## config.mk

```make
export PLATFORM = sky130hd
export DESIGN_NAME = sroe_regs
export DESIGN_NICKNAME = d
export VERILOG_FILES = /design/src/rtl/sroe_pkg.sv /design/src/rtl/sroe_pin_if.sv /design/src/rtl/sroe_regs.sv /design/src/rtl/sroe_pin_stage.sv
export SDC_FILE = /design/constraint.sdc
export NUM_CORES = 1
export LEC_CHECK = 0
export BUFFER_PORTS_ARGS = -buffer_cell sky130_fd_sc_hd__buf_2
export CORE_ASPECT_RATIO = 1.5
export CORE_UTILIZATION = 48
export DETAILED_ROUTE_END_ITERATION = 16
export MAX_ROUTING_LAYER = met4
export PLACE_DENSITY = 0.81
export SYNTH_ARGS = -nofsm -noshare
export SYNTH_HDL_FRONTEND = slang
export SYNTH_SLANG_ARGS = --single-unit
```

## constraint.sdc

```tcl
create_clock -name core_clk -period 0.8 [get_ports core_clk]
set_input_delay 0.08 -clock core_clk [delete_from_list [all_inputs] [get_ports core_clk]]
set_output_delay 0.08 -clock core_clk [all_outputs]
set_load 0.05 [all_outputs]
```

## src/rtl/sroe_pkg.sv

```systemverilog
// package: register map, field positions and reset values of the soft reset and output enable registers
package sroe_pkg;
    localparam int SROE_DATA_W = 16;
    localparam int SROE_ADDR_W = 16;

    typedef logic [SROE_DATA_W-1:0] sroe_word_t;
    typedef logic [SROE_ADDR_W-1:0] sroe_addr_t;

    // register offsets, in register index units of the plain port
    localparam sroe_addr_t SROE_SW_RESET_OFS = 16'h0002;
    localparam sroe_addr_t SROE_OUT_EN_OFS = 16'h0003;

    // reset values
    localparam sroe_word_t SROE_SW_RESET_RST = 16'h0000;
    localparam sroe_word_t SROE_OUT_EN_RST = 16'h0000;
    localparam sroe_word_t SROE_READ_ZERO = 16'h0000;

    // software reset register fields (low holds the logic in reset)
    localparam int SROE_LOOP_RST_BIT = 0;
    localparam int SROE_SWITCH_RST_BIT = 1;

    // output enable register fields
    localparam int SROE_CKFP_LSB = 0;
    localparam int SROE_CKFP_W = 4;
    localparam int SROE_CK4_BIT = 4;
    localparam int SROE_CK5_BIT = 5;
    localparam int SROE_OFS_LSB = 6;
    localparam int SROE_OFS_W = 3;

    // pin count driven by the pin stage: 6 clocks, 4 frame pulses, 3 offset pulses
    localparam int SROE_NUM_CK = 6;
    localparam int SROE_NUM_FP = 4;
    localparam int SROE_NUM_PINS = SROE_NUM_CK + SROE_NUM_FP + SROE_OFS_W;
    localparam int SROE_PIN_FP_LSB = SROE_NUM_CK;
    localparam int SROE_PIN_OFS_LSB = SROE_NUM_CK + SROE_NUM_FP;
endpackage

```

## src/rtl/sroe_pin_if.sv

```systemverilog
// interface: per-pin enables and source levels handed from the register block to the pin stage
`timescale 1ns/100ps
interface sroe_pin_if;
    import sroe_pkg::*;
    logic [SROE_NUM_PINS-1:0] pin_en;
    logic [SROE_NUM_PINS-1:0] pin_src;

    modport ctrl (output pin_en, output pin_src);
    modport stage (input pin_en, input pin_src);
endinterface

```

## src/rtl/sroe_regs.sv

```systemverilog
// soft reset and output enable registers of the tdm switch, with the pin enable stage
//
// Local design decision: strobed register access.
`timescale 1ns/100ps
module sroe_regs
    import sroe_pkg::*;
(
    input wire logic core_clk,
    input wire logic rst_b,
    input wire logic [sroe_pkg::SROE_ADDR_W-1:0] reg_addr,
    input wire logic [sroe_pkg::SROE_DATA_W-1:0] reg_wdata,
    input wire logic reg_wr,
    input wire logic reg_rd,
    output logic [sroe_pkg::SROE_DATA_W-1:0] reg_rdata,
    input wire logic master_mode,
    input wire logic slave_loop_enable,
    input wire logic [sroe_pkg::SROE_NUM_CK-1:0] clock_src,
    input wire logic [sroe_pkg::SROE_NUM_FP-1:0] frame_pulse_src,
    input wire logic [sroe_pkg::SROE_OFS_W-1:0] offset_pulse_src,
    output logic switch_logic_reset_n,
    output logic loop_logic_reset_n,
    output logic [sroe_pkg::SROE_NUM_CK-1:0] clock_out,
    output logic [sroe_pkg::SROE_NUM_CK-1:0] clock_out_oe,
    output logic [sroe_pkg::SROE_NUM_FP-1:0] frame_pulse_out,
    output logic [sroe_pkg::SROE_NUM_FP-1:0] frame_pulse_out_oe,
    output logic [sroe_pkg::SROE_OFS_W-1:0] offset_frame_pulse,
    output logic [sroe_pkg::SROE_OFS_W-1:0] offset_frame_pulse_oe
);
    import sroe_pkg::*;

    // behaviour notes for whoever picks this block up next:
    // - both registers store all sixteen bits, reserved ones included, so a read
    //   returns exactly the last word written; nothing is masked on the way in.
    // - software that sets reserved bits gets them back on read but they steer nothing,
    //   which keeps the read path a plain copy at the cost of not flagging misuse.
    // - a write loads its register on the strobe edge; the reset controls and the
    //   pin enables follow one edge later, because every output leaves from a flop.
    // - reading a register in the cycle right after writing it already shows the new word.
    // - the reset controls are active low and come out of hardware reset asserted,
    //   so the switch and the loop stay held until software sets their bits.
    // - clocks four and five are generated by the loop; while neither master mode nor
    //   the slave loop is on, their pins stay released whatever their enable bits say.
    //   the enable bits themselves still read back as written.
    // - clocks zero..three share one enable with the frame pulse of the same number.
    // - the offset frame pulses take enable bits six, seven and eight in order.
    // - a released pin keeps following its source level inside the pin stage, so the
    //   first level driven after enabling is current rather than stale.
    // - the mode inputs come from logic on this same clock and are used unsynchronised;
    //   a mode change shows on the loop clock enables one edge later.
    // - the register port never waits: read data stand in the cycle after the strobe
    //   and fall back to zero in every other cycle, so no holding register is needed.

    // stored register words and their next values
    sroe_word_t software_reset_control;
    sroe_word_t output_clock_pulse_enable;
    sroe_word_t next_software_reset_control;
    sroe_word_t next_output_clock_pulse_enable;
    // next levels of the two reset controls
    logic next_switch_logic_reset_n;
    logic next_loop_logic_reset_n;
    // decoded strobes, one per register and direction
    logic sw_reset_wr_hit;
    logic out_en_wr_hit;
    logic sw_reset_rd_hit;
    logic out_en_rd_hit;
    // enable of every output enable field after the mode gate
    wire [SROE_OFS_LSB+SROE_OFS_W-1:0] field_en;
    logic loop_clocks_ok;
    // per-pin vectors, before and after the pin stage flops
    wire [SROE_NUM_PINS-1:0] pin_en_map;
    wire [SROE_NUM_PINS-1:0] pin_src_map;
    logic [SROE_NUM_PINS-1:0] pin_out;
    logic [SROE_NUM_PINS-1:0] pin_oe;
    sroe_word_t next_rdata;

    sroe_pin_if pins ();

    // address decode; the port has no byte lanes, so an exact index match selects a register
    assign sw_reset_wr_hit = reg_wr && (reg_addr == SROE_SW_RESET_OFS);
    assign out_en_wr_hit = reg_wr && (reg_addr == SROE_OUT_EN_OFS);
    assign sw_reset_rd_hit = reg_rd && (reg_addr == SROE_SW_RESET_OFS);
    assign out_en_rd_hit = reg_rd && (reg_addr == SROE_OUT_EN_OFS);

    // next value of the software reset register; a write replaces the whole word
    always_comb
    begin
        next_software_reset_control = software_reset_control;
        if (sw_reset_wr_hit)
        begin
            next_software_reset_control = reg_wdata;
        end
    end

    // software reset register; every bit is kept so a read returns what was written
    always_ff @(posedge core_clk or negedge rst_b)
    begin
        if (!rst_b)
        begin
            software_reset_control <= SROE_SW_RESET_RST;
        end
        else
        begin
            software_reset_control <= next_software_reset_control;
        end
    end

    // next value of the output enable register; reserved bits are stored as written
    always_comb
    begin
        next_output_clock_pulse_enable = output_clock_pulse_enable;
        if (out_en_wr_hit)
        begin
            next_output_clock_pulse_enable = reg_wdata;
        end
    end

    // output enable register; reserved bits are stored too, software keeps them at zero
    always_ff @(posedge core_clk or negedge rst_b)
    begin
        if (!rst_b)
        begin
            output_clock_pulse_enable <= SROE_OUT_EN_RST;
        end
        else
        begin
            output_clock_pulse_enable <= next_output_clock_pulse_enable;
        end
    end

    // next levels of the reset controls, taken straight from their register bits
    always_comb
    begin
        next_switch_logic_reset_n = software_reset_control[SROE_SWITCH_RST_BIT];
        next_loop_logic_reset_n = software_reset_control[SROE_LOOP_RST_BIT];
    end

    // switching logic reset; flopped so the released logic never sees a decode glitch
    always_ff @(posedge core_clk or negedge rst_b)
    begin
        if (!rst_b)
        begin
            switch_logic_reset_n <= 1'h0;
        end
        else
        begin
            switch_logic_reset_n <= next_switch_logic_reset_n;
        end
    end

    // loop logic reset; held low from hardware reset until software sets its bit
    always_ff @(posedge core_clk or negedge rst_b)
    begin
        if (!rst_b)
        begin
            loop_logic_reset_n <= 1'h0;
        end
        else
        begin
            loop_logic_reset_n <= next_loop_logic_reset_n;
        end
    end

    // read select: an unmapped or idle cycle gives zero, so the data stand one cycle only
    always_comb
    begin
        next_rdata = SROE_READ_ZERO;
        if (sw_reset_rd_hit)
        begin
            next_rdata = software_reset_control;
        end
        else if (out_en_rd_hit)
        begin
            next_rdata = output_clock_pulse_enable;
        end
    end

    always_ff @(posedge core_clk or negedge rst_b)
    begin
        if (!rst_b)
        begin
            reg_rdata <= SROE_READ_ZERO;
        end
        else
        begin
            reg_rdata <= next_rdata;
        end
    end

    // clocks four and five only exist when the loop generates them
    assign loop_clocks_ok = master_mode | slave_loop_enable;

    // one enable per register field; only the two loop clocks carry the mode gate
    genvar fi;
    generate
        for (fi = 0; fi < SROE_OFS_LSB + SROE_OFS_W; fi++)
        begin : g_field
            if (fi == SROE_CK4_BIT)
            begin : g_ck4
                // the bit still reads back as set while the clock is unavailable
                assign field_en[fi] = output_clock_pulse_enable[fi] & loop_clocks_ok;
            end
            else if (fi == SROE_CK5_BIT)
            begin : g_ck5
                assign field_en[fi] = output_clock_pulse_enable[fi] & loop_clocks_ok;
            end
            else if (fi >= SROE_OFS_LSB)
            begin : g_ofs
                assign field_en[fi] = output_clock_pulse_enable[fi];
            end
            else
            begin : g_ckfp
                assign field_en[fi] = output_clock_pulse_enable[fi];
            end
        end
    endgenerate

    // route each pin to its field enable and to its source level
    genvar pi;
    generate
        for (pi = 0; pi < SROE_NUM_PINS; pi++)
        begin : g_map
            if (pi < SROE_PIN_FP_LSB)
            begin : g_clk
                // clock pins zero..five follow fields zero..five one to one
                assign pin_en_map[pi] = field_en[pi];
                assign pin_src_map[pi] = clock_src[pi];
            end
            else if (pi < SROE_PIN_OFS_LSB)
            begin : g_fp
                // a frame pulse pin shares the field of the clock with the same number
                assign pin_en_map[pi] = field_en[SROE_CKFP_LSB + pi - SROE_PIN_FP_LSB];
                assign pin_src_map[pi] = frame_pulse_src[pi - SROE_PIN_FP_LSB];
            end
            else
            begin : g_ofs
                // offset pulse pins take the three top fields in order
                assign pin_en_map[pi] = field_en[SROE_OFS_LSB + pi - SROE_PIN_OFS_LSB];
                assign pin_src_map[pi] = offset_pulse_src[pi - SROE_PIN_OFS_LSB];
            end
        end
    endgenerate

    // hand the mapped vectors to the pin stage through the carrier
    assign pins.pin_en = pin_en_map;
    assign pins.pin_src = pin_src_map;

    sroe_pin_stage u_pin_stage (
        .core_clk(core_clk),
        .rst_b(rst_b),
        .pins(pins),
        .pin_out(pin_out),
        .pin_oe(pin_oe)
    );

    // split the flopped pin vector back into the named pin groups
    assign clock_out = pin_out[SROE_NUM_CK-1:0];
    assign clock_out_oe = pin_oe[SROE_NUM_CK-1:0];
    assign frame_pulse_out = pin_out[SROE_PIN_FP_LSB +: SROE_NUM_FP];
    assign frame_pulse_out_oe = pin_oe[SROE_PIN_FP_LSB +: SROE_NUM_FP];
    assign offset_frame_pulse = pin_out[SROE_PIN_OFS_LSB +: SROE_OFS_W];
    assign offset_frame_pulse_oe = pin_oe[SROE_PIN_OFS_LSB +: SROE_OFS_W];
endmodule

```

## src/rtl/sroe_pin_stage.sv

```systemverilog
// pin stage: registered level and output enable for every clock and frame pulse pin
`timescale 1ns/100ps
module sroe_pin_stage
    import sroe_pkg::*;
(
    input wire logic core_clk,
    input wire logic rst_b,
    sroe_pin_if.stage pins,
    output logic [sroe_pkg::SROE_NUM_PINS-1:0] pin_out,
    output logic [sroe_pkg::SROE_NUM_PINS-1:0] pin_oe
);
    // one flop pair per pin; the enable lags the register write by one cycle
    genvar gi;
    generate
        for (gi = 0; gi < SROE_NUM_PINS; gi++)
        begin : g_pin
            always_ff @(posedge core_clk or negedge rst_b)
            begin
                if (!rst_b)
                begin
                    pin_oe[gi] <= 1'h0;
                    pin_out[gi] <= 1'h0;
                end
                else
                begin
                    pin_oe[gi] <= pins.pin_en[gi];
                    // a released pin still carries the source, so it is clean when re-enabled
                    pin_out[gi] <= pins.pin_src[gi];
                end
            end
        end
    endgenerate
endmodule

```

# After elaboration in Yosys (flattened, before gate mapping)
# Index checks and enable logic that the tools add are counted.
# totals
ff_bits	72
inputBits	51
output_inout_bits	44
elab_cells	38
# classes
eq_ne	2
muxes	2
bitwise	3
reduce_logical	4
# op_table
op	count
$eq 16x2->1 const B	2
$mux 16	2
$logic_and 1x1->1	4
$and 1x1->1	2
$or 1x1->1	1

# Longest topological paths before layout
# Gate-level depths: netlist (run 1).
# depth
word_depth	4
depth_mapped	5
mapped_depth_nobuf	4

# By module
# A second synthesis (run 1) with hierarchy kept.
# unflattened
hier_cells	142
area_unflattened_um2	2622.5
# modules_own_cells
module	n_inst	cells_each	area_per_inst_um2
sroe_regs	1	116	1971.9
sroe_pin_stage	1	26	650.6

# Worst setup path after synthesis (run 1)
# OpenSTA, ideal clock, no wires.
# synth_path
path_type	input to register
start	input port reg_addr[6] in the netlist's numbering
end	register software_reset_control[10]
arrival_ns	1.448
path_slack_ns	-0.773
cell_stages	5
path_cell_list	nor4_2 nand4_2 nor3b_4 buf_12 mux2_4
# synth_between
elab_chain_len	2
# synth_rtl
element	line	text
start, declared	sroe_regs.sv:10	input wire logic [sroe_pkg::SROE_ADDR_W-1:0] reg_addr,
$eq 16x2->1	sroe_regs.sv:79	assign sw_reset_wr_hit = reg_wr && (reg_addr == SROE_SW_RESET_OFS);
$logic_and 1x1->1	sroe_regs.sv:79	
end signal, assigned	sroe_regs.sv:103	software_reset_control <= next_software_reset_control;
end, declared	sroe_regs.sv:54	sroe_word_t software_reset_control;
# No other way between the ends.
# A chain may end at the register's enable or synchronous reset.

# Worst setup path in the final report (run 1)
# layout_path
start	input port reg_addr[10] in the netlist's numbering
end	register software_reset_control[4]
# Same word-level chain as after synthesis.

==> metrics.md, run 1 <==
| Metric | Value |
|---|---|
| Hold Path Depth | `2` |
| Area growth syn-to-layout | `59.8%` |
| Pre-Repair DR Iteration Count | `4` |
| Fin crit period | `1240 ps` |
| Die Area | `5620 µm²` |
| Status | `finished, violations left` |
| Clock power share | `0.435` |
| Post-route setup slack | `-437 ps` |
| Num CTS Buffers | `9` |
| Reg-to-reg critical path endpoint | `output_clock_pulse_enable[6]` |
| Diode count | `0` |
| Die W | `61.5 µm` |
| Leading cell types in the layout, fill and taps excluded | `dfrtp_1, buf_6, buf_2` |
| Post-Route Skew | `5.18 ps` |
| CTS clock-pin slew for the worst setup and hold paths | `70 ps` |
| Layout cells sized above 1 | `0.573` |
| # DRC | `0` |
| HP Start | `reg_wdata[6]` |
| #FFs+latches synth | `72` |
| Power per cell area | `1870 nW/µm²` |
| R2R depth | `1` |
| NetSw | `1650 µW` |
| Overall routing resource usage | `0.245` |
| CTS tree | `yes` |
| Storage cell area | `1810 µm²` |
| Total power | `7650 µW` |
| Synth Area in Adders | `0` |
| Via/cell ratio | `4.87` |
| Clk root buf | `clkbuf_8` |
| Multi-input gate area | `712 µm²` |
| Yosys top cell area share | `0.706` |
| Yosys warnings | `0` |
| Layout Nets | `332` |
| Net Sw Frac | `0.215` |
| Vias in the first global route | `1932` |
| Part of the cycle the worst path needs | `1.55` |
| Top cells by area, synth | `dfrtp_1, mux2_2, mux2_4` |
| Largest area contributor in the netlist | `dfrtp_1` |
| Antenna violations before repair | `0` |
| Comb pwr share | `0.082` |
| Mapped Nets | `193` |
| Static leakage | `0.00205 µW` |
| Clock Path Buffers | `2` |
| Crit. End Element | `register` |
| Routability congestion estimate from global placement | `0.709` |
| Largest net degree at the start of global routing | `37` |
| Final Max Slew Viols | `0` |
| Post-synthesis cell area | `2550 µm²` |
| Startpoint types | `primary input` |
| First-pass GRT wire length | `9230 µm` |
| Xor-xnor portion of the synthesized cell area | `0` |
| Mux cell area share after synthesis | `0.156` |
| Worst-skew pair later-pin latency | `340 ps` |
| Commonest non-fill, non-tap cell in the layout | `dfrtp_1` |
| Setup TNS | `-23660 ps` |
| CTS sink cnt | `72` |
| Cells after Synth | `142` |
| PortBufs | `94` |
| Util after Layout | `0.796` |
| Syn Area/Cell | `18.0 µm²` |
| Fmax | `808 MHz` |
| Dpl cells | `306` |
| Req. time, crit path | `1030 ps` |
| Final Non-Filler Cells | `354` |
| Core area | `5120 µm²` |
| Final Setup Violations | `92` |
| Crit Path Max Fanout | `16` |
| Final-report hold violation count | `0` |
| Peak VDD IR | `1.21 mV` |
| CTS HTree Levels | `3` |
| Hold Crit Endpoint | `output_clock_pulse_enable[6]` |
| Yosys cell types | `18` |
| Final HPWL DP | `3340 µm` |
| Final wirelength | `5990 µm` |
| Starting Density | `0.498` |
| Grt total ovfl | `0` |
| Max cap viols | `0` |
| Unrepaired setup endpoints after global routing | `true` |
| Cell internal pwr | `6000 µW` |
| Post-synthesis compound-gate area fraction | `0.0608` |
| Max-slew headroom | `0.799` |
| Seq/Total Area, Yosys | `0.706` |
| Reg2reg setup slack | `-40 ps` |
| # fillers | `309` |
| Place WS | `-814 ps` |
| Sequential fraction of design power | `0.483` |
| Setup CP Type | `in -> reg` |
| Post-Synth Simple-Gate Area | `0.0510` |
| Antenna Violating Nets Remaining | `0` |
| Largest family of logic cells by synthesized area | `multiplexers` |
| Crit Reg-Reg Startpoint | `output_clock_pulse_enable[6]` |
| Row cnt | `32` |
| Die height | `91.3 µm` |
| CP Data Arrival Time | `1470 ps` |
| Failing checks | `negative setup slack` |
| Worst Hold Class | `in -> reg` |
| Top-Level Pins | `95` |
| DR vias | `1725` |
| Drt initial violations | `48` |
| Worst Tran Pin Value | `301 ps` |
| Wire per inst | `16.9 µm` |
per-stage QoR:
| stage | hold WS [ps] | instance area, µm² |
|---|---|---|
| finish | 19.2 | 4080 |
| global route | 2.37 | 4080 |
| CTS | 19.2 | 4060 |
| detailed placement | -36.3 | 3190 |
| global placement | -36.9 | 3190 |
| floorplan | -216 | 2600 |
power by group through the flow:
stage               registers (µW)  logic (µW)  clock network (µW)
finish                        3690         626                3330
global route                  3690         669                3560
CTS                           3690         617                3380
detailed placement            3750         438                   0
global placement              3750         429                   0
floorplan                     3880        22.8                   0
Yosys cell counts, drive strengths merged:
cell   number
nor4        3
a22o       16
o21a        2
nor3b       3
nand2       2
nor2        2
mux2       32
nand4       2
dfrtp      72
buf         8
kinds of logic after synthesis:
logic type / count (synthesis)
flops: 72
mux: 32
compound gates: 18
simple gates: 12
buf+inv: 8
layout make-up:
type / count / share of cell area
repair buffers: 136 / 0.303
well taps: 68 / 0.0209
clock inverters: 4 / 0.0181
flip-flops and latches: 72 / 0.443
clock buffers: 12 / 0.0405
multi-input cells: 62 / 0.175
registers in the layout, summed over array words and instances, names as in the netlist:
| name | count |
|---|---|
| software_reset_control | 16 |
| switch_logic_reset_n | 1 |
| output_clock_pulse_enable | 16 |
| loop_logic_reset_n | 1 |
| u_pin_stage.pin_out | 13 |
| u_pin_stage.pin_oe | 9 |
| reg_rdata | 16 |
worst max-delay path, cell delays in order:
cell,delay (ps)
buf_6,90
nor4_4,320
nand4_2,190
nor3b_4,240
buf_12,200
mux2_2,340
repair_timing:
action                     CTS  global route
buffers inserted             0             0
pin swaps                    9             4
setup endpoints to repair   92            92
hold endpoints to repair   117             0
hold buffers                32             0
gates resized for setup     95             4
routing by layer:
metal | track usage | share of wire | vias up
met5 | - | 0 | -
met4 | 0.0833 | 0.014 | 0
met3 | 0.0741 | 0.054 | 9
met2 | 0.426 | 0.57 | 76
met1 | 0.250 | 0.36 | 857
li1 | - | - | 783
how the worst max path moves through the flow:
| stage | end | slack (ps) | depth (start not counted) | startpoint |
|---|---|---|---|---|
| final | software_reset_control[4] | -440 | 6 | reg_addr[10] |
| after CTS | software_reset_control[3] | -430 | 6 | reg_addr[10] |
| after global placement | software_reset_control[0] | -760 | 6 | reg_addr[5] |
| after floorplan | software_reset_control[10] | -710 | 5 | reg_addr[5] |
| after detailed placement | software_reset_control[4] | -810 | 6 | reg_addr[10] |
| after global routing | software_reset_control[4] | -490 | 6 | reg_addr[2] |
Note: power is estimated with default switching activity, not from simulation.
==> inputs of run 2 (changes only) <==
--- a/config.mk
+++ b/config.mk
@@ -6,11 +6,13 @@
 export NUM_CORES = 1
 export LEC_CHECK = 0
 export BUFFER_PORTS_ARGS = -buffer_cell sky130_fd_sc_hd__buf_2
+export CELL_PAD_IN_SITES_DETAIL_PLACEMENT = 1
+export CELL_PAD_IN_SITES_GLOBAL_PLACEMENT = 2
 export CORE_ASPECT_RATIO = 1.5
-export CORE_UTILIZATION = 48
+export CORE_UTILIZATION = 33
 export DETAILED_ROUTE_END_ITERATION = 16
 export MAX_ROUTING_LAYER = met4
-export PLACE_DENSITY = 0.81
+export PLACE_DENSITY = 0.82
 export SYNTH_ARGS = -nofsm -noshare
 export SYNTH_HDL_FRONTEND = slang
 export SYNTH_SLANG_ARGS = --single-unit
==> run 2 against run 1 <==
The run still ends with negative setup slack left; power decreased by 2.8%; combinational power decreased by 1%; global-route usage decreased by 6.5 points; non-clock buffer count increased by 9; die area increased by 44%; critical path depth unchanged; via count increased by 3.2%; register-to-register slack improved by 40 ps; flip-flop and latch count unchanged; cell count increased by 12%; critical endpoint is now software_reset_control[11].
==> metrics.md, run 2 (same netlist as run 1, synthesis figures left out) <==
| Metric | Value |
|---|---|
| Status | `finished, violations left` |
| Failing checks | `negative setup slack` |
| GR Util met1 | `0.178 (-0.0724)` |
| DR vias | `1781 (+3.2%)` |
| CP Data Arrival Time | `1490 ps (+20 ps)` |
| Post-DP Area | `3210 µm² (+0.55%)` |
| GRT Max-Usage Layer | `met2` |
| First-pass GRT wire length | `9920 µm (+7.5%)` |
| Area growth syn-to-layout | `63.2%` |
| Comb pwr share | `0.083 (about the same)` |
| Power per cell area | `1780 nW/µm² (-4.9%)` |
| Clock power share | `0.420 (-0.015)` |
| Sequential fraction of design power | `0.497 (+0.014)` |
| Starting Density | `0.346 (-0.152)` |
| Row cnt | `38 (+19%)` |
| Final Setup Violations | `92 (unchanged)` |
| Overall routing resource usage | `0.180 (-0.0648)` |
| Final HPWL DP | `3870 µm (+16%)` |
| Core area | `7370 µm² (+44%)` |
| Reg2reg setup slack | `0 ps (+40 ps)` |
| Crit Path Max Fanout | `4 (-12)` |
| Worst Tran Pin Value | `369 ps (+67.6 ps)` |
| Peak VDD IR | `0.860 mV (-29%)` |
| Post-route setup slack | `-459 ps (-22.1 ps)` |
| Pre-Repair DR Iteration Count | `3 (-1)` |
| Top Registers | `output_clock_pulse_enable (16), reg_rdata (16), software_reset_control (16)` |
| Fin crit period | `1260 ps (+22.1 ps)` |
| Diode count | `0 (unchanged)` |
| Static leakage | `0.00208 µW (+1.4%)` |
| M3 GR Usage | `0.0339 (-0.0402)` |
| CTS sink cnt | `72 (unchanged)` |
| Crit. End Element | `register` |
| CTS tree | `yes` |
| Setup CP Type | `in -> reg` |
| # DRC | `0 (unchanged)` |
| Die W | `73.8 µm (+20%)` |
| Clk root buf | `clkbuf_8` |
| Final-report hold violation count | `0 (unchanged)` |
| Startpoint types | `primary input` |
| Layout Nets | `341 (+2.7%)` |
| Die Area | `8100 µm² (+44%)` |
| Worst Hold Class | `in -> reg` |
| Wire per inst | `16.4 µm (-3.2%)` |
| Die height | `110 µm (+20%)` |
| Met2 Use GR | `0.330 (-0.0960)` |
| PortBufs | `94 (unchanged)` |
| Antenna Violating Nets Remaining | `0 (unchanged)` |
| Via/cell ratio | `4.51 (-7.5%)` |
| CTS clock-pin slew for the worst setup and hold paths | `70 ps (about the same)` |
| CTS HTree Levels | `3 (unchanged)` |
| Layout cells sized above 1 | `0.580 (+0.00623)` |
| Drt initial violations | `52 (+8.3%)` |
| Hold_ws | `272 ps (+253 ps)` |
| Largest net degree at the start of global routing | `73 (+97%)` |
| Net Sw Frac | `0.217 (+0.00121)` |
| Cell internal pwr | `5820 µW (-3.0%)` |
| Util after Layout | `0.565 (-0.231)` |
| Num CTS Buffers | `9 (unchanged)` |
| Max-slew headroom | `0.754 (-0.0446)` |
| Worst-skew pair later-pin latency | `350 ps (about the same)` |
| Max cap viols | `0 (unchanged)` |
| Commonest non-fill, non-tap cell in the layout | `dfrtp_1` |
| Leading cell types in the layout, fill and taps excluded | `dfrtp_1, buf_6, buf_2` |
| # fillers | `721 (+130%)` |
| Post-route cell area | `4170 µm² (+2.1%)` |
| Antenna violations before repair | `0 (unchanged)` |
| Routability congestion estimate from global placement | `0.678 (-4.3%)` |
| Clock Path Buffers | `2 (unchanged)` |
| Fmax | `794 MHz (-1.8%)` |
| Req. time, crit path | `1040 ps (about the same)` |
| Post-Route Skew | `6.52 ps (+1.34 ps)` |
| Part of the cycle the worst path needs | `1.57 (+0.0276)` |
| Final wirelength | `6480 µm (+8.1%)` |
| Grt total ovfl | `0 (unchanged)` |
| Final Max Slew Viols | `0 (unchanged)` |
| Top-Level Pins | `95 (unchanged)` |
| Vias in the first global route | `2007 (+3.9%)` |
| Unrepaired setup endpoints after global routing | `true` |
| NetSw | `1610 µW (-2.3%)` |
-- run 2: metrics by stage --
stage | TNS (ps) | worst slack, ps | std cells | total power [µW]
floorplan | -27160 | -710 | 142 | 3900
global placement | -35260 | -807 | 340 | 4170
detailed placement | -37380 | -870 | 340 | 4180
CTS | -28050 | -468 | 394 | 7510
global route | -32560 | -531 | 395 | 7690
finish | -27550 | -459 | 395 | 7430
-- run 2: worst max-delay path: stages --
cell and delay, ps:
buf_6 100, nor4_4 300, nand4_2 190, nor3b_4 320
buf_4 220, mux2_4 300
-- run 2: final timing paths --
path / from / end / cells after the start
worst min register to register: output_clock_pulse_enable[3] / u_pin_stage.pin_oe[9] / 0
worst max-delay path: reg_addr[4] / software_reset_control[11] / 6
max in group asynchronous: rst_b / u_pin_stage.pin_oe[0] / 3
min in group asynchronous: rst_b / reg_rdata[11] / 3
worst max register to register: software_reset_control[14] / software_reset_control[14] / 1
worst min-delay path: reg_addr[0] / software_reset_control[15] / 4
-- run 2: layer usage --
metal | vias up | share of wire | wire, µm
met4 | 0 | 0.020 | 131
met1 | 889 | 0.36 | 2350
met5 | - | 0 | 0
li1 | 803 | - | -
met3 | 11 | 0.048 | 309
met2 | 78 | 0.57 | 3690
-- run 2: repair_timing --
item                                    CTS  global route
gates resized for setup                 109             3
pin swaps                                14             4
hold buffers                             32             0
gates cloned                              2             0
buffers inserted                          5             1
hold endpoints to repair                119             0
endpoints found under the setup margin   92            92
-- run 2: power groups by stage --
| stage | Clock [µW] | Combinational [µW] | Sequential, µW |
|---|---|---|---|
| floorplan | 0 | 22.8 | 3880 |
| global placement | 0 | 420 | 3750 |
| detailed placement | 0 | 431 | 3750 |
| CTS | 3210 | 617 | 3690 |
| global route | 3330 | 665 | 3690 |
| finish | 3120 | 619 | 3690 |
-- run 2: layout make-up --
cell class / instances / area [µm²] / area share
tap: 100 / 125 / 0.0300
timing repair buffer: 145 / 1290 / 0.309
clock inverter: 3 / 65.1 / 0.0156
sequential: 72 / 1810 / 0.434
clock buffer: 13 / 149 / 0.0357
multi-input combinational: 62 / 733 / 0.176
==> inputs of run 3 (changes only) <==
--- a/config.mk
+++ b/config.mk
@@ -11,7 +11,6 @@
 export CORE_ASPECT_RATIO = 1.5
 export CORE_UTILIZATION = 33
 export DETAILED_ROUTE_END_ITERATION = 16
-export MAX_ROUTING_LAYER = met4
 export PLACE_DENSITY = 0.82
 export SYNTH_ARGS = -nofsm -noshare
 export SYNTH_HDL_FRONTEND = slang
==> run 3 against run 2 <==
The flow still finishes with violations (negative setup slack); maximum frequency about the same; power about the same; sequential share of layout area unchanged; die area unchanged; clock power about the same; clock skew about the same; final area unchanged; hold slack about the same; clock-buffer cell count unchanged; combinational power about the same; non-clock buffer count unchanged; global-route usage decreased by 0.46 points; critical path type unchanged; critical endpoint unchanged.
==> metrics.md, run 3 (same netlist as run 1, synthesis figures left out) <==
| Metric | Value |
|---|---|
| Post-DP Area | `3210 µm² (unchanged)` |
| Reg2reg setup slack | `0 ps (unchanged)` |
| Crit Reg-Reg Startpoint | `software_reset_control[14]` |
| Max-slew headroom | `0.753 (-0.000842)` |
| Die Area | `8100 µm² (unchanged)` |
| Hold Crit Endpoint | `software_reset_control[15]` |
| Core area | `7370 µm² (unchanged)` |
| Fmax | `794 MHz (about the same)` |
| Via/cell ratio | `4.49 (-0.39%)` |
| Layout Nets | `341 (unchanged)` |
| First-pass GRT wire length | `9950 µm (+0.34%)` |
| Hold Path Depth | `4 (unchanged)` |
| Diode count | `0 (unchanged)` |
| PortBufs | `94 (unchanged)` |
| Max cap viols | `0 (unchanged)` |
| Die height | `110 µm (unchanged)` |
| Clock Path Buffers | `2 (unchanged)` |
| CTS tree | `yes` |
| Setup TNS | `-27500 ps (+45.2 ps)` |
| Final HPWL DP | `3870 µm (unchanged)` |
| Starting Density | `0.346 (unchanged)` |
| Peak VDD IR | `0.861 mV (+0.12%)` |
| Fin crit period | `1260 ps (-0.390 ps)` |
| Unrepaired setup endpoints after global routing | `true` |
| Post-route setup slack | `-459 ps (+0.390 ps)` |
| Final Max Slew Viols | `0 (unchanged)` |
| Power per cell area | `1780 nW/µm² (about the same)` |
| Crit Path Max Fanout | `4 (unchanged)` |
| # DRC | `0 (unchanged)` |
| Grt total ovfl | `0 (unchanged)` |
| Final-report hold violation count | `0 (unchanged)` |
| Pre-Repair DR Iteration Count | `3 (unchanged)` |
| Antenna Violating Nets Remaining | `0 (unchanged)` |
| Final Setup Violations | `92 (unchanged)` |
| Drt initial violations | `57 (+9.6%)` |
| Hold_ws | `272 ps (-0.357 ps)` |
| Place WS | `-870 ps (unchanged)` |
| Largest net degree at the start of global routing | `73 (unchanged)` |
| Setup CP Type | `in -> reg` |
| Vias in the first global route | `1999 (-0.40%)` |
| Reg-to-reg critical path endpoint | `software_reset_control[14]` |
| CTS sink cnt | `72 (unchanged)` |
| Antenna violations before repair | `0 (unchanged)` |
| Worst-skew pair later-pin latency | `350 ps (about the same)` |
| Clk root buf | `clkbuf_8` |
| HP Start | `reg_addr[0]` |
| Status | `finished, violations left` |
| Post-route cell area | `4170 µm² (unchanged)` |
| Worst Tran Pin Value | `370 ps (+1.26 ps)` |
| Worst Hold Class | `in -> reg` |
| Crit. End Element | `register` |
| CP Data Arrival Time | `1490 ps (about the same)` |
| Startpoint types | `primary input` |
| Num CTS Buffers | `9 (unchanged)` |
| # fillers | `721 (unchanged)` |
| Layout cells sized above 1 | `0.580 (unchanged)` |
| Top-Level Pins | `95 (unchanged)` |
| Row cnt | `38 (unchanged)` |
| Part of the cycle the worst path needs | `1.57 (about the same)` |
| Failing checks | `negative setup slack` |
| Commonest non-fill, non-tap cell in the layout | `dfrtp_1` |
| Area growth syn-to-layout | `63.2% (unchanged)` |
| Leading cell types in the layout, fill and taps excluded | `dfrtp_1, buf_6, buf_2` |
| Util after Layout | `0.565 (unchanged)` |
| Setup crit start | `reg_addr[4]` |
| Routability congestion estimate from global placement | `0.672 (-0.97%)` |
| Final wirelength | `6490 µm (+0.25%)` |
| Die W | `73.8 µm (unchanged)` |
| CTS clock-pin slew for the worst setup and hold paths | `70 ps (about the same)` |
| Overall routing resource usage | `0.175 (-0.00464)` |
| DR vias | `1774 (-0.39%)` |
| Post-Route Skew | `6.65 ps (+0.133 ps)` |
| Req. time, crit path | `1040 ps (about the same)` |
| Static leakage | `0.00208 µW (unchanged)` |
| Wire per inst | `16.4 µm (+0.25%)` |
| R2R depth | `1 (unchanged)` |
| CTS HTree Levels | `3 (unchanged)` |
| Top Registers | `output_clock_pulse_enable (16), reg_rdata (16), software_reset_control (16)` |
## run 3: cell counts in the layout (fill, tap and decap cells not counted)
Identical to the previous run, type by type.
## run 3: what timing repair did
action / in CTS / in global routing
gates cloned: 2 / 0
hold buffers: 32 / 0
hold endpoints to repair: 119 / 0
setup buffers: 5 / 1
endpoints found under the setup margin: 92 / 92
gates resized for setup: 109 / 3
pin swaps: 14 / 4
## run 3: routing by layer
metal / routed length [µm] / GRT usage / up-vias / part of all wire
met5: 0 / 0 / - / 0
met4: 133 / 0.0907 / 0 / 0.020
met3: 344 / 0.0385 / 11 / 0.053
met2: 3700 / 0.328 / 78 / 0.57
met1: 2320 / 0.177 / 882 / 0.36
li1: - / - / 803 / -
## run 3: metrics by stage
| stage | std cells | total power (µW) |
|---|---|---|
| 2_1_floorplan | 142 | 3900 |
| 3_3_place_gp | 340 | 4170 |
| 3_5_place_dp | 340 | 4180 |
| 4_1_cts | 394 | 7510 |
| 5_1_grt | 395 | 7690 |
| 6_report | 395 | 7430 |
## run 3: power breakdown
| group | leakage (µW) | internal, µW | switching, µW | total, µW |
|---|---|---|---|---|
| clock network | 0.000108 | 1840 | 1280 | 3130 |
| logic | 0.00100 | 305 | 313 | 618 |
| registers | 0.000970 | 3670 | 17.3 | 3690 |
| total | 0.00208 | 5820 | 1610 | 7430 |
## run 3: worst max path at each step
stage	end	slack [ps]	cells after the start
2_1_floorplan	software_reset_control[10]	-710	5
5_1_grt	software_reset_control[3]	-530	6
3_5_place_dp	software_reset_control[14]	-870	6
3_3_place_gp	software_reset_control[7]	-810	6
4_1_cts	software_reset_control[2]	-470	6
6_report	software_reset_control[11]	-460	6
## run 3: critical path, stage by stage
cell     delay (ps)
buf_6           100
nor4_4          300
nand4_2         190
nor3b_4         320
buf_4           220
mux2_4          300
## run 3: area by class of cell
class,count,area (µm²),area share
clock inverters,3,65.1,0.0156
well taps,100,125,0.0300
flip-flops and latches,72,1810,0.434
clock buffers,13,149,0.0357
repair buffers,145,1290,0.309
multi-input cells,62,733,0.176
